## config.mk

```make
export PLATFORM = sky130hd
export DESIGN_NAME = c2bu_top
export DESIGN_NICKNAME = d
export VERILOG_FILES = /design/src/verilog/c2bu_pkg.sv /design/src/verilog/c2bu_dec_if.sv /design/src/verilog/c2bu_top.sv /design/src/verilog/c2bu_decode.sv /design/src/verilog/c2bu_target.sv
export SDC_FILE = /design/constraint.sdc
export NUM_CORES = 1
export LEC_CHECK = 0
export BUFFER_PORTS_ARGS = -buffer_cell sky130_fd_sc_hd__buf_2
export CAP_MARGIN = 25
export CORE_ASPECT_RATIO = 1.25
export CORE_MARGIN = 1
export CORE_UTILIZATION = 39
export CTS_CLUSTER_DIAMETER = 50
export DETAILED_ROUTE_END_ITERATION = 16
export PLACE_DENSITY = 0.7
export RECOVER_POWER = 50
export SYNTH_ARGS = -nofsm -noshare
export SYNTH_HDL_FRONTEND = slang
export SYNTH_SLANG_ARGS = --single-unit
export TNS_END_PERCENT = 5
```

## constraint.sdc

```tcl
create_clock -name core_clk -period 16.1 [get_ports core_clk]
set_input_delay 1.61 -clock core_clk [delete_from_list [all_inputs] [get_ports core_clk]]
set_output_delay 1.61 -clock core_clk [all_outputs]
set_load 0.03 [all_outputs]
```

## src/verilog/c2bu_pkg.sv

```systemverilog
// package: encodings, field positions, register map and reset values for the coproc2_major_opcode branch unit
package c2bu_pkg;

  // ************************************************************
  // instruction encodings and field positions
  // ************************************************************
  localparam logic [5:0] COPROC2_MAJOR_OPCODE = 6'h12;
  localparam logic [4:0] SUBOP_BRANCH_IF_ZERO = 5'h09;
  localparam logic [4:0] SUBOP_BRANCH_IF_NONZERO = 5'h0D;
  localparam logic [4:0] SUBOP_LEGACY_BRANCH = 5'h08;
  localparam int MAJOR_MSB = 31;
  localparam int MAJOR_LSB = 26;
  localparam int SUBOP_MSB = 25;
  localparam int SUBOP_LSB = 21;
  localparam int SEL_MSB = 20;
  localparam int SEL_LSB = 16;
  localparam int CC_MSB = 20;
  localparam int CC_LSB = 18;
  localparam int NULLIFY_BIT = 17;
  localparam int TRUE_FALSE_BIT = 16;
  localparam int OFFSET_MSB = 15;
  localparam int OFFSET_LSB = 0;
  localparam int OFFSET_SHIFT = 2;
  localparam int SLOT_STEP_BYTES = 4;

  // ************************************************************
  // control transfer classes reported by the core's main decoder
  // ************************************************************
  localparam int CTI_CLASS_W = 8;
  localparam int CTI_BRANCH = 0;
  localparam int CTI_JUMP = 1;
  localparam int CTI_PC_LINK_NOOP = 2;
  localparam int CTI_EXCEPTION_RETURN = 3;
  localparam int CTI_EXCEPTION_RETURN_NO_CLEAR = 4;
  localparam int CTI_DEBUG_RETURN = 5;
  localparam int CTI_WAIT = 6;
  localparam int CTI_PAUSE = 7;

  // ************************************************************
  // register map (byte addresses) and reset values
  // ************************************************************
  localparam int ADDR_W = 8;
  localparam logic [7:0] REG_CTRL = 8'h00;
  localparam logic [7:0] REG_STATUS = 8'h04;
  localparam logic [7:0] REG_CLEAR = 8'h08;
  localparam logic [7:0] REG_ENABLE = 8'h0C;
  localparam logic [7:0] REG_TAKEN_COUNT = 8'h10;
  localparam int CTRL_LEGACY_EXEC_BIT = 0;
  localparam logic CTRL_LEGACY_EXEC_RESET = 1'b0;
  localparam int EVT_W = 5;
  localparam int EVT_SLOT_CTI = 0;
  localparam int EVT_COPROC2_MAJOR_OPCODE_UNUSABLE = 1;
  localparam int EVT_LEGACY_REMOVED = 2;
  localparam int EVT_TAKEN = 3;
  localparam int EVT_NULLIFIED = 4;
  localparam logic [4:0] EVT_RESET = 5'h00;

  typedef enum logic [0:0] {C2BU_IDLE, C2BU_SLOT} c2bu_state_t;

endpackage

```

## src/verilog/c2bu_dec_if.sv

```systemverilog
// interface: decoded fields of one instruction word
`timescale 1ns/10ps
`default_nettype none
interface c2bu_dec_if;
  logic is_zero_form;
  logic is_nonzero_form;
  logic is_legacy_form;
  logic [4:0] cond_selector;
  logic [2:0] legacy_cond_code;
  logic nullify_slot_bit;
  logic true_false_bit;
  logic [15:0] offset;
  modport producer (output is_zero_form, is_nonzero_form, is_legacy_form, cond_selector,
                    legacy_cond_code, nullify_slot_bit, true_false_bit, offset);
  modport consumer (input is_zero_form, is_nonzero_form, is_legacy_form, cond_selector,
                    legacy_cond_code, nullify_slot_bit, true_false_bit, offset);
endinterface
`default_nettype wire

```

## src/verilog/c2bu_top.sv

```systemverilog
// module: coprocessor-2 conditional branch decode and execute unit with apb status registers
// ************************************************************
// Overview of operation
// - decode zero and nonzero coproc2_major_opcode branch forms
// - zero form branches when condition is clear
// - nonzero form branches when condition set
// - target is pc plus 4 plus offset times 4
// - delay slot always runs before target
// - cti in delay slot raises reserved instruction
// - cti set: branches, jumps, pc-link noop, returns, wait, pause
// - coproc2_major_opcode disabled raises coprocessor unusable outside a delay slot
// - decode legacy branch-on-false encoding
// - legacy false branches on zero, after slot
// - likely form nullifies slot when not taken
// - legacy forms share one parameterised branch operation
// - legacy uses 3-bit code, current 5-bit
// ************************************************************
`timescale 1ns/10ps
`default_nettype none
module c2bu_top #(
  parameter int GPR_WIDTH = 64
) (
  input wire logic core_clk,
  input wire logic rst,
  input wire logic instr_valid,
  input wire logic [31:0] instr_word,
  input wire logic [GPR_WIDTH-1:0] instr_pc,
  input wire logic [c2bu_pkg::CTI_CLASS_W-1:0] instr_cti_class,
  input wire logic coproc2_major_opcode_usable,
  input wire logic [31:0] coproc2_major_opcode_cond,
  input wire logic psel,
  input wire logic penable,
  input wire logic pwrite,
  input wire logic [c2bu_pkg::ADDR_W-1:0] paddr,
  input wire logic [31:0] pwdata,
  output logic [31:0] prdata,
  output logic pready,
  output logic pslverr,
  output logic res_valid,
  output logic res_exc_reserved,
  output logic res_exc_cop_unusable,
  output logic res_nullify,
  output logic res_redirect,
  output logic [GPR_WIDTH-1:0] res_target,
  output logic irq
);

  // ************************************************************
  // elaboration checks
  // ************************************************************
  generate
    if (GPR_WIDTH < 32) begin : g_bad_width
      $error("c2bu_top: GPR_WIDTH must be at least 32");
    end
  endgenerate

  // ************************************************************
  // decode and target
  // ************************************************************
  c2bu_dec_if dec ();

  c2bu_decode u_decode (
    .instr_word(instr_word),
    .dec(dec.producer)
  );

  logic [GPR_WIDTH-1:0] branch_target;

  c2bu_target #(.GPR_WIDTH(GPR_WIDTH)) u_target (
    .branch_pc(instr_pc),
    .offset(dec.offset),
    .target(branch_target)
  );

  // ************************************************************
  // state and software-visible registers
  // ************************************************************
  c2bu_pkg::c2bu_state_t state;
  c2bu_pkg::c2bu_state_t next_state;
  logic pend_taken;
  logic pend_likely;
  logic [GPR_WIDTH-1:0] pend_target;
  logic ctrl_legacy_exec;
  logic [c2bu_pkg::EVT_W-1:0] evt_status;
  logic [c2bu_pkg::EVT_W-1:0] evt_enable;
  logic [31:0] taken_count;

  // ************************************************************
  // per-step evaluation
  // ************************************************************
  logic is_coproc2_major_opcode_branch;
  logic is_current_form;
  logic is_cti;
  logic opens_slot;
  logic in_slot;
  logic cur_cond;
  logic legacy_cond;
  logic branch_taken;
  logic next_exc_reserved;
  logic next_exc_cop_unusable;
  logic next_nullify;
  logic next_redirect;
  logic next_pend_taken;
  logic next_pend_likely;
  logic next_legacy_removed;
  logic [c2bu_pkg::EVT_W-1:0] evt_pulse;

  assign is_current_form = dec.is_zero_form || dec.is_nonzero_form;
  assign is_coproc2_major_opcode_branch = is_current_form || dec.is_legacy_form;
  // own branches count along with every class the main decoder reports
  assign is_cti = (|instr_cti_class) || is_coproc2_major_opcode_branch;
  assign opens_slot = instr_cti_class[c2bu_pkg::CTI_BRANCH]
                      || instr_cti_class[c2bu_pkg::CTI_JUMP]
                      || is_coproc2_major_opcode_branch;
  assign in_slot = (state == c2bu_pkg::C2BU_SLOT);

  // the coprocessor decides what each selector value means
  assign cur_cond = coproc2_major_opcode_cond[dec.cond_selector];
  assign legacy_cond = coproc2_major_opcode_cond[{2'h0, dec.legacy_cond_code}];

  always_comb begin
    branch_taken = 1'b0;
    if (dec.is_zero_form) begin
      branch_taken = !cur_cond;
    end else if (dec.is_nonzero_form) begin
      branch_taken = cur_cond;
    end else if (dec.is_legacy_form) begin
      // one operation for all legacy forms, true_false_bit picks the polarity
      branch_taken = (legacy_cond == dec.true_false_bit);
    end
  end

  always_comb begin
    next_state = state;
    next_exc_reserved = 1'b0;
    next_exc_cop_unusable = 1'b0;
    next_nullify = 1'b0;
    next_redirect = 1'b0;
    next_pend_taken = pend_taken;
    next_pend_likely = pend_likely;
    next_legacy_removed = 1'b0;
    if (instr_valid) begin
      next_state = c2bu_pkg::C2BU_IDLE;
      if (in_slot && is_cti) begin
        // faulting slot cancels the pending redirect
        next_exc_reserved = 1'b1;
      end else if (is_coproc2_major_opcode_branch && !coproc2_major_opcode_usable) begin
        next_exc_cop_unusable = 1'b1;
      end else if (dec.is_legacy_form && !ctrl_legacy_exec) begin
        next_exc_reserved = 1'b1;
        next_legacy_removed = 1'b1;
      end else if (in_slot) begin
        // slot has executed: redirect now, or nullify a likely miss
        next_redirect = pend_taken;
        next_nullify = pend_likely && !pend_taken;
      end else if (opens_slot) begin
        next_state = c2bu_pkg::C2BU_SLOT;
        next_pend_taken = is_coproc2_major_opcode_branch && branch_taken;
        // only the legacy form honours the nullify bit
        next_pend_likely = dec.is_legacy_form && dec.nullify_slot_bit;
      end
    end
  end

  assign evt_pulse = {next_nullify, next_redirect, next_legacy_removed,
                      next_exc_cop_unusable, next_exc_reserved && !next_legacy_removed};

  // ************************************************************
  // sequencing
  // ************************************************************
  always_ff @(posedge core_clk or posedge rst) begin
    if (rst) begin
      state <= c2bu_pkg::C2BU_IDLE;
      pend_taken <= 1'b0;
      pend_likely <= 1'b0;
    end else begin
      state <= next_state;
      pend_taken <= next_pend_taken;
      pend_likely <= next_pend_likely;
    end
  end

  // target is latched at the branch, used one step later from the slot
  always_ff @(posedge core_clk or posedge rst) begin
    if (rst) begin
      pend_target <= '0;
    end else if (instr_valid && !in_slot && is_coproc2_major_opcode_branch) begin
      pend_target <= branch_target;
    end
  end

  always_ff @(posedge core_clk or posedge rst) begin
    if (rst) begin
      res_valid <= 1'b0;
      res_exc_reserved <= 1'b0;
      res_exc_cop_unusable <= 1'b0;
      res_nullify <= 1'b0;
      res_redirect <= 1'b0;
    end else begin
      res_valid <= instr_valid;
      res_exc_reserved <= next_exc_reserved;
      res_exc_cop_unusable <= next_exc_cop_unusable;
      res_nullify <= next_nullify;
      res_redirect <= next_redirect;
    end
  end

  always_ff @(posedge core_clk or posedge rst) begin
    if (rst) begin
      res_target <= '0;
    end else if (next_redirect) begin
      res_target <= pend_target;
    end
  end

  // ************************************************************
  // apb slave
  // ************************************************************
  logic apb_setup;
  logic apb_write;
  logic addr_known;
  logic [31:0] read_mux;

  assign apb_setup = psel && !penable;
  assign apb_write = psel && penable && pready && pwrite;
  assign addr_known = (paddr == c2bu_pkg::REG_CTRL) || (paddr == c2bu_pkg::REG_STATUS)
                      || (paddr == c2bu_pkg::REG_CLEAR) || (paddr == c2bu_pkg::REG_ENABLE)
                      || (paddr == c2bu_pkg::REG_TAKEN_COUNT);

  always_comb begin
    read_mux = 32'h0000_0000;
    case (paddr)
      c2bu_pkg::REG_CTRL: read_mux = {31'h0, ctrl_legacy_exec};
      c2bu_pkg::REG_STATUS: read_mux = {27'h0, evt_status};
      c2bu_pkg::REG_ENABLE: read_mux = {27'h0, evt_enable};
      c2bu_pkg::REG_TAKEN_COUNT: read_mux = taken_count;
      default: read_mux = 32'h0000_0000;
    endcase
  end

  // no wait state: answer is ready in the first access cycle
  always_ff @(posedge core_clk or posedge rst) begin
    if (rst) begin
      pready <= 1'b0;
      prdata <= 32'h0000_0000;
      pslverr <= 1'b0;
    end else begin
      pready <= apb_setup;
      prdata <= (apb_setup && !pwrite) ? read_mux : 32'h0000_0000;
      pslverr <= apb_setup && !addr_known;
    end
  end

  always_ff @(posedge core_clk or posedge rst) begin
    if (rst) begin
      ctrl_legacy_exec <= c2bu_pkg::CTRL_LEGACY_EXEC_RESET;
    end else if (apb_write && paddr == c2bu_pkg::REG_CTRL) begin
      ctrl_legacy_exec <= pwdata[c2bu_pkg::CTRL_LEGACY_EXEC_BIT];
    end
  end

  always_ff @(posedge core_clk or posedge rst) begin
    if (rst) begin
      evt_enable <= c2bu_pkg::EVT_RESET;
    end else if (apb_write && paddr == c2bu_pkg::REG_ENABLE) begin
      evt_enable <= pwdata[c2bu_pkg::EVT_W-1:0];
    end
  end

  // ************************************************************
  // events and interrupt
  // ************************************************************
  logic [c2bu_pkg::EVT_W-1:0] clear_mask;

  assign clear_mask = (apb_write && paddr == c2bu_pkg::REG_CLEAR)
                      ? pwdata[c2bu_pkg::EVT_W-1:0] : c2bu_pkg::EVT_RESET;

  // a new event beats a clear in the same cycle
  always_ff @(posedge core_clk or posedge rst) begin
    if (rst) begin
      evt_status <= c2bu_pkg::EVT_RESET;
    end else begin
      evt_status <= (evt_status & ~clear_mask) | evt_pulse;
    end
  end

  always_ff @(posedge core_clk or posedge rst) begin
    if (rst) begin
      irq <= 1'b0;
    end else begin
      irq <= |(((evt_status & ~clear_mask) | evt_pulse) & evt_enable);
    end
  end

  // wraps silently; software samples the difference
  always_ff @(posedge core_clk or posedge rst) begin
    if (rst) begin
      taken_count <= 32'h0000_0000;
    end else if (next_redirect) begin
      taken_count <= taken_count + 32'h0000_0001;
    end
  end

endmodule
`default_nettype wire

```

## src/verilog/c2bu_decode.sv

```systemverilog
// module: field decode of the coprocessor-2 branch encodings
`timescale 1ns/10ps
`default_nettype none
module c2bu_decode (
  input wire logic [31:0] instr_word,
  c2bu_dec_if.producer dec
);
  logic major_hit;
  logic [4:0] subop;

  assign major_hit = instr_word[c2bu_pkg::MAJOR_MSB:c2bu_pkg::MAJOR_LSB]
                     == c2bu_pkg::COPROC2_MAJOR_OPCODE;
  assign subop = instr_word[c2bu_pkg::SUBOP_MSB:c2bu_pkg::SUBOP_LSB];
  assign dec.is_zero_form = major_hit && (subop == c2bu_pkg::SUBOP_BRANCH_IF_ZERO);
  assign dec.is_nonzero_form = major_hit
                               && (subop == c2bu_pkg::SUBOP_BRANCH_IF_NONZERO);
  assign dec.is_legacy_form = major_hit && (subop == c2bu_pkg::SUBOP_LEGACY_BRANCH);
  assign dec.cond_selector = instr_word[c2bu_pkg::SEL_MSB:c2bu_pkg::SEL_LSB];
  assign dec.legacy_cond_code = instr_word[c2bu_pkg::CC_MSB:c2bu_pkg::CC_LSB];
  assign dec.nullify_slot_bit = instr_word[c2bu_pkg::NULLIFY_BIT];
  assign dec.true_false_bit = instr_word[c2bu_pkg::TRUE_FALSE_BIT];
  assign dec.offset = instr_word[c2bu_pkg::OFFSET_MSB:c2bu_pkg::OFFSET_LSB];
endmodule
`default_nettype wire

```

## src/verilog/c2bu_target.sv

```systemverilog
// module: pc-relative branch target adder
`timescale 1ns/10ps
`default_nettype none
module c2bu_target #(
  parameter int GPR_WIDTH = 64
) (
  input wire logic [GPR_WIDTH-1:0] branch_pc,
  input wire logic [15:0] offset,
  output logic [GPR_WIDTH-1:0] target
);
  logic [17:0] shifted;
  logic [GPR_WIDTH-1:0] ext;

  generate
    if (GPR_WIDTH < 18) begin : g_bad_width
      $error("c2bu_target: GPR_WIDTH must be at least 18");
    end
  endgenerate

  // offset << 2 gives an 18-bit value, then sign-extend to full width
  assign shifted = {offset, 2'h0};
  assign ext = {{(GPR_WIDTH-18){shifted[17]}}, shifted};
  assign target = branch_pc + GPR_WIDTH'(c2bu_pkg::SLOT_STEP_BYTES) + ext;
endmodule
`default_nettype wire

```

# Word level (Yosys, flattened, before mapping)
# Index checks and enable logic that the tools add are counted.
[word_totals]
wordCells = 117
reg_bits = 214
out_inout_bits = 104
[op_classes]
n_lt_le_gt_ge = 2
mux = 34
n_eq_ne = 9
addsub = 3
bitwise_logic = 8
reduce_logical = 43
[ops]
columns = ["op", "n"]
rows = [
  ["32-bit one-hot mux with 4 select lines", 1],
  ["64-bit by 3-bit adder with 64-bit output (second input constant)", 1],
  ["64-bit adder", 1],
  ["32-bit by 1-bit adder with 32-bit output (second input constant)", 1],
  ["32-bit two-way mux", 1],
  ["1-bit two-way mux", 29],
  ["1-bit logical AND", 21],
  ["8-bit by 4-bit == test with 1-bit output (second input constant)", 2],
  ["5-bit by 4-bit == test with 1-bit output (second input constant)", 3],
  ["5-bit AND", 2],
  ["1-bit logical NOT", 9],
  ["1-bit logical OR", 9],
  ["8-bit by 3-bit == test with 1-bit output (second input constant)", 1],
  ["8-bit by 5-bit == test with 1-bit output (second input constant)", 1],
  ["8-bit logical NOT", 1],
  ["8-bit OR reduction", 1],
  ["6-bit by 5-bit == test with 1-bit output (second input constant)", 1],
  ["3-bit by 6-bit < comparator with 1-bit output (second input constant)", 1],
  ["5-bit by 6-bit < comparator with 1-bit output (second input constant)", 1],
  ["6-bit AND reduction", 1],
  ["1-bit binary-select mux with 5-bit select", 1],
  ["5-bit two-way mux", 1],
  ["5-bit inverter", 1],
  ["5-bit bitwise OR", 1],
  ["4 further kinds", 7],
]

# Logic depth before layout (Yosys ltp)
[depth]
word_depth = 13
mapped_depth = 15
mapped_depth_nobuf = 15

# Modules after synthesis
# From an unflattened synthesis, not the netlist that was laid out.
[unflattened]
hier_cells = 1348
hier_area_um2 = 13120.1
[by_module_without_submodules]
columns = ["module", "cells_each", "area_each_um2", "seq_area_each_um2", "instances"]
rows = [
  ["c2bu_top", 757, 8647.0, 5355.1, 1],
  ["c2bu_target", 557, 4210.3, 0.0, 1],
  ["c2bu_decode", 34, 262.8, 0.0, 1],
]

# Worst setup path after synthesis
# OpenSTA, ideal clock, no wires.
[synth_path]
kind = "input -> register"
from = "input port instr_word[1]"
to = "register pend_target[47]"
arrival_time_ns = 4.571
path_stages = 13
slack_ns = 11.398
setup_time_ns = 0.131
path_cell_list = "ha_1 -> ha_1 -> fa_1 -> a21o_1 -> a221o_1 -> a32o_1 -> a21oi_1 -> o31ai_2 -> a21oi_2 -> o21ba_2 -> o21a_1 -> nor4_1 -> or3_1"
[synth_between]
elab_chain_len = 1
[synth_lines]
columns = ["element", "line", "rtl"]
rows = [
  ["start, declared", "c2bu_top.sv:26", "input wire logic [31:0] instr_word,"],
  ["64-bit adder", "c2bu_target.sv:23", "assign target = branch_pc + GPR_WIDTH'(c2bu_pkg::SLOT_STEP_BYTES) + ext;"],
  ["end signal, assigned", "c2bu_top.sv:188", "pend_target <= branch_target;"],
  ["end, declared", "c2bu_top.sv:82", "logic [GPR_WIDTH-1:0] pend_target;"],
]
# Every way passes these cells.
# A chain may end at the register's enable or synchronous reset.

==> impl_metrics.ini <==
[sta]
setup_total_negative_slack_ns = 0
clock-skew-final_ns = 0.01989
headroom_to_the_max_slew_limit = -3.349
max_slew.worst_pin.slew_ns = 6.523
final_max_slew_viol_count = 123
final-hold-violation-count = 0
timing.final.crit_period_ns = 7.694
max_clock_freq_ghz = 0.1300
final_min_period_over_clock_period = 0.4779
rsz_0062_raised_after_global_routing = false
finalSetupViolations = 0

[synthesis]
synthFlopType = sky130_fd_sc_hd__dfrtp_1
syn-instance-count = 1309
synth_cell_types = 81
post_synth_main_area_contributors = sky130_fd_sc_hd__dfrtp_1, sky130_fd_sc_hd__ha_1, sky130_fd_sc_hd__nand2_1
synthDominantCellAreaShare = 0.4294
asyncSetResetFlopFracSynth = 1.000
netlist_area_pre_place_sq_mm = 0.01247
synth_top_area_cell = sky130_fd_sc_hd__dfrtp_1
synthesis.nets = 1615
postSynthRegisterBits = 214
yosysSeqAreaShare = 0.4294
ys_warn_count = 0
post_synth.cell_area_avg_sq_um = 9.528
synth-edff-count = 0

[drt]
routed-via-count = 10350
wirelength_um = 30820
drc = 0
route.detailed.vias_per_inst = 5.215
wire_per_inst_um = 15.54
dr.first_iter.drc_count = 647
drtAntennaViolNets = 0
drt-pass1-iter-count = 5

[place]
gp_congestion = 0.8704
post-place-cells = 1931
dpl.hpwl_um = 23040
port_buffers = 259

[power]
power_switching_share = 0.2815
cellPowerDensity_mw_per_mm2 = 90.33
sequential_share_of_power = 0.403
comb_power_share = 0.182
switching_power_uw = 380.9
power.leakage_nw = 7.983
vdd_drop_max_v = 0.00006560
power.share.clock = 0.416
power_report.internal_total_uw = 971.9

[layout]
fraction_of_layout_cells_with_a_size_suffix_above_1 = 0.2150
layout-area-overhead-vs-synth_pct = 20.08
final_net_count = 1860
stdcell_count = 1984

[clock_network]
htree_levels = 1
hold_buffers = 0
post_cts.repair.setup_buffers = 0
clk_root_buffer_cell = sky130_fd_sc_hd__clkbuf_16
cts_tree = yes
clkTransAtPathRegs_ns = 0.06
ctsResizeCount = 0
clk-insertion-delay-late_ns = 0.55
cts_num_sinks = 214
cts_inserted_buffers = 25
cts-root-to-sink-buffers = 3

[floorplan]
initial_utilization = 0.4001
core_area_sq_mm = 0.03117
die_y_um = 201.9
fp-row-count = 72
design.die.area_sq_mm = 0.03270
die_w_um = 162.0
num_io_pins = 287

[worst_setup_path]
worst_setup_path_start_kind = input port
crit_fanout = 122
crit_path_end_kind = async pin
worst_endpoint_data_arrival_time_ns = 6.74
category_of_the_critical_setup_timing_path = input port to async pin
timing.critical_path.slowest_stage_cell = sky130_fd_sc_hd__clkbuf_1
worst_path_cell_chain = buf_2, clkinvlp_2, clkbuf_1
slowest_delay_ns = 4.55
timing.critical_path.required_ns = 15.14

[grt]
globalRouteTotalUtil = 0.1916
gr_ovfl_total = 0
grt_start_max_net_pins = 136
grt_pass1_vias = 10360
grt_antenna_before_repair = 10
global_route_wire_length_before_repair_um = 51130

[status]
failing_checks = max-capacitance violations, max-slew violations
status = finished, violations left

[hold_path]
min_path_type = flip-flop to flip-flop

[run]
cap_viol_max_count = 1
[critical path, delay by kind of cell]
family,cells,cell delay [ns]
buf+inv,3,4.99
[final timing paths]
path | start | endpoint | slack [ns] | cells past startpoint
max in group core_clk | instr_word[15] | pend_target[52] | 11.27 | 14
worst min-delay path | pend_target[63] | res_target[63] | 0.46 | 2
min in group asynchronous | rst | taken_count[9] | 1.08 | 2
worst min register to register | pend_target[63] | res_target[63] | 0.46 | 2
worst max-delay path | rst | pend_target[24] | 8.41 | 3
worst max register to register | in_slot | taken_count[26] | 13.59 | 9
[per-stage QoR]
step / hold WS, ns / area, sq um / util / total power [mW] / setup WS (ns)
after global routing: 0.4845 / 14970 / 0.4803 / 1.420 / 6.876
after CTS: 0.4636 / 14960 / 0.4801 / 1.367 / 10.90
final: 0.4607 / 14980 / 0.4805 / 1.353 / 8.406
after global placement: 0.4505 / 14130 / 0.4535 / 0.7920 / 10.37
after detailed placement: 0.4558 / 14130 / 0.4535 / 0.7964 / 10.37
after floorplan: 0.4337 / 12470 / - / 0.7307 / 8.639
[layer usage]
| metal | track usage | share of wire | vias to the layer above |
|---|---|---|---|
| li1 | - | - | 5127 |
| met1 | 0.2373 | 0.44 | 4869 |
| met2 | 0.3214 | 0.47 | 266 |
| met3 | 0.03858 | 0.052 | 75 |
| met4 | 0.08322 | 0.036 | 10 |
| met5 | 0 | 0.0019 | - |
[cells in the mapped netlist, types with 4 or more instances]
cell and instances:
sky130_fd_sc_hd__clkbuf_1 41, sky130_fd_sc_hd__mux2_2 7, sky130_fd_sc_hd__ha_1 122, sky130_fd_sc_hd__a222oi_1 6, sky130_fd_sc_hd__a21oi_1 60, sky130_fd_sc_hd__a31oi_1 8, sky130_fd_sc_hd__or3_1 6, sky130_fd_sc_hd__or2_2 4
sky130_fd_sc_hd__and3_1 44, sky130_fd_sc_hd__buf_4 4, sky130_fd_sc_hd__o21a_1 9, sky130_fd_sc_hd__nor2b_1 4, sky130_fd_sc_hd__and4_1 7, sky130_fd_sc_hd__nand2_1 333, sky130_fd_sc_hd__o21ai_0 73, sky130_fd_sc_hd__xnor2_1 54
sky130_fd_sc_hd__nand4_1 26, sky130_fd_sc_hd__o21bai_1 11, sky130_fd_sc_hd__a21o_1 36, sky130_fd_sc_hd__dfrtp_1 214, sky130_fd_sc_hd__nor3_1 13, sky130_fd_sc_hd__xor2_1 33, sky130_fd_sc_hd__nand2b_1 6, sky130_fd_sc_hd__inv_1 22
sky130_fd_sc_hd__nand3_1 20, sky130_fd_sc_hd__o21ai_1 12, sky130_fd_sc_hd__o31ai_1 6, sky130_fd_sc_hd__mux4_2 12, sky130_fd_sc_hd__nor2_1 35, sky130_fd_sc_hd__nor4_1 5
[sequential cells by signal, indices dropped and copies added, names as in the netlist]
register	cells
evt_enable	5
res_nullify	1
res_exc_reserved	1
taken_count	32
prdata	32
pslverr	1
res_target	64
ctrl_legacy_exec	1
res_exc_cop_unusable	1
pend_likely	1
pend_taken	1
res_redirect	1
pend_target	64
irq	1
in_slot	1
evt_status	5
pready	1
res_valid	1
[logic make-up (layout without fill, tap and decap cells)]
group           after synthesis  in the layout  synth area share
simple gates                521            521            0.1877
compound gates              267            267            0.1432
flops                       214            214            0.4294
fa+ha+maj                   123            123            0.1240
xor+xnor                     87             87           0.06110
buf+inv                      76            339           0.02508
mux                          21             21           0.02960
other cells                   0              5                 0
[cell usage in the layout (no fill, tap or decap), drive strengths merged, types with 5 or more instances in the layout]
master / n
mux2: 7
or3: 6
mux4: 12
a31oi: 9
a222oi: 6
o21a: 9
buf: 247
nor2: 37
nand2: 333
and3: 45
xnor2: 54
o31ai: 7
a21o: 37
ha: 122
and4: 9
nand3: 21
nor4: 5
nor3: 13
xor2: 33
nand4: 26
clkbuf: 55
a21oi: 62
o21bai: 11
o21ai: 85
inv: 26
clkinv: 9
or2: 5
dfrtp: 214
nand2b: 6
diode: 5
[layout make-up]
cell class | count | area, sq um
Multi-Input combinational cell | 1019 | 6804
Clock buffer | 32 | 691.9
Tap cell | 407 | 509.2
Sequential cell | 214 | 5355
Inverter | 24 | 92.59
Timing Repair Buffer | 270 | 1375
Clock inverter | 13 | 136.4
Antenna cell | 5 | 12.51
Fill cell | 2977 | 16190
[power by group through the flow]
stage	sequential, mW	combinational, mW	clock, mW
after detailed placement	0.555	0.242	0
after floorplan	0.555	0.175	0
final	0.545	0.246	0.562
after CTS	0.545	0.244	0.578
after global routing	0.545	0.274	0.601
after global placement	0.554	0.238	0
Power figures use the tool's default switching activity.
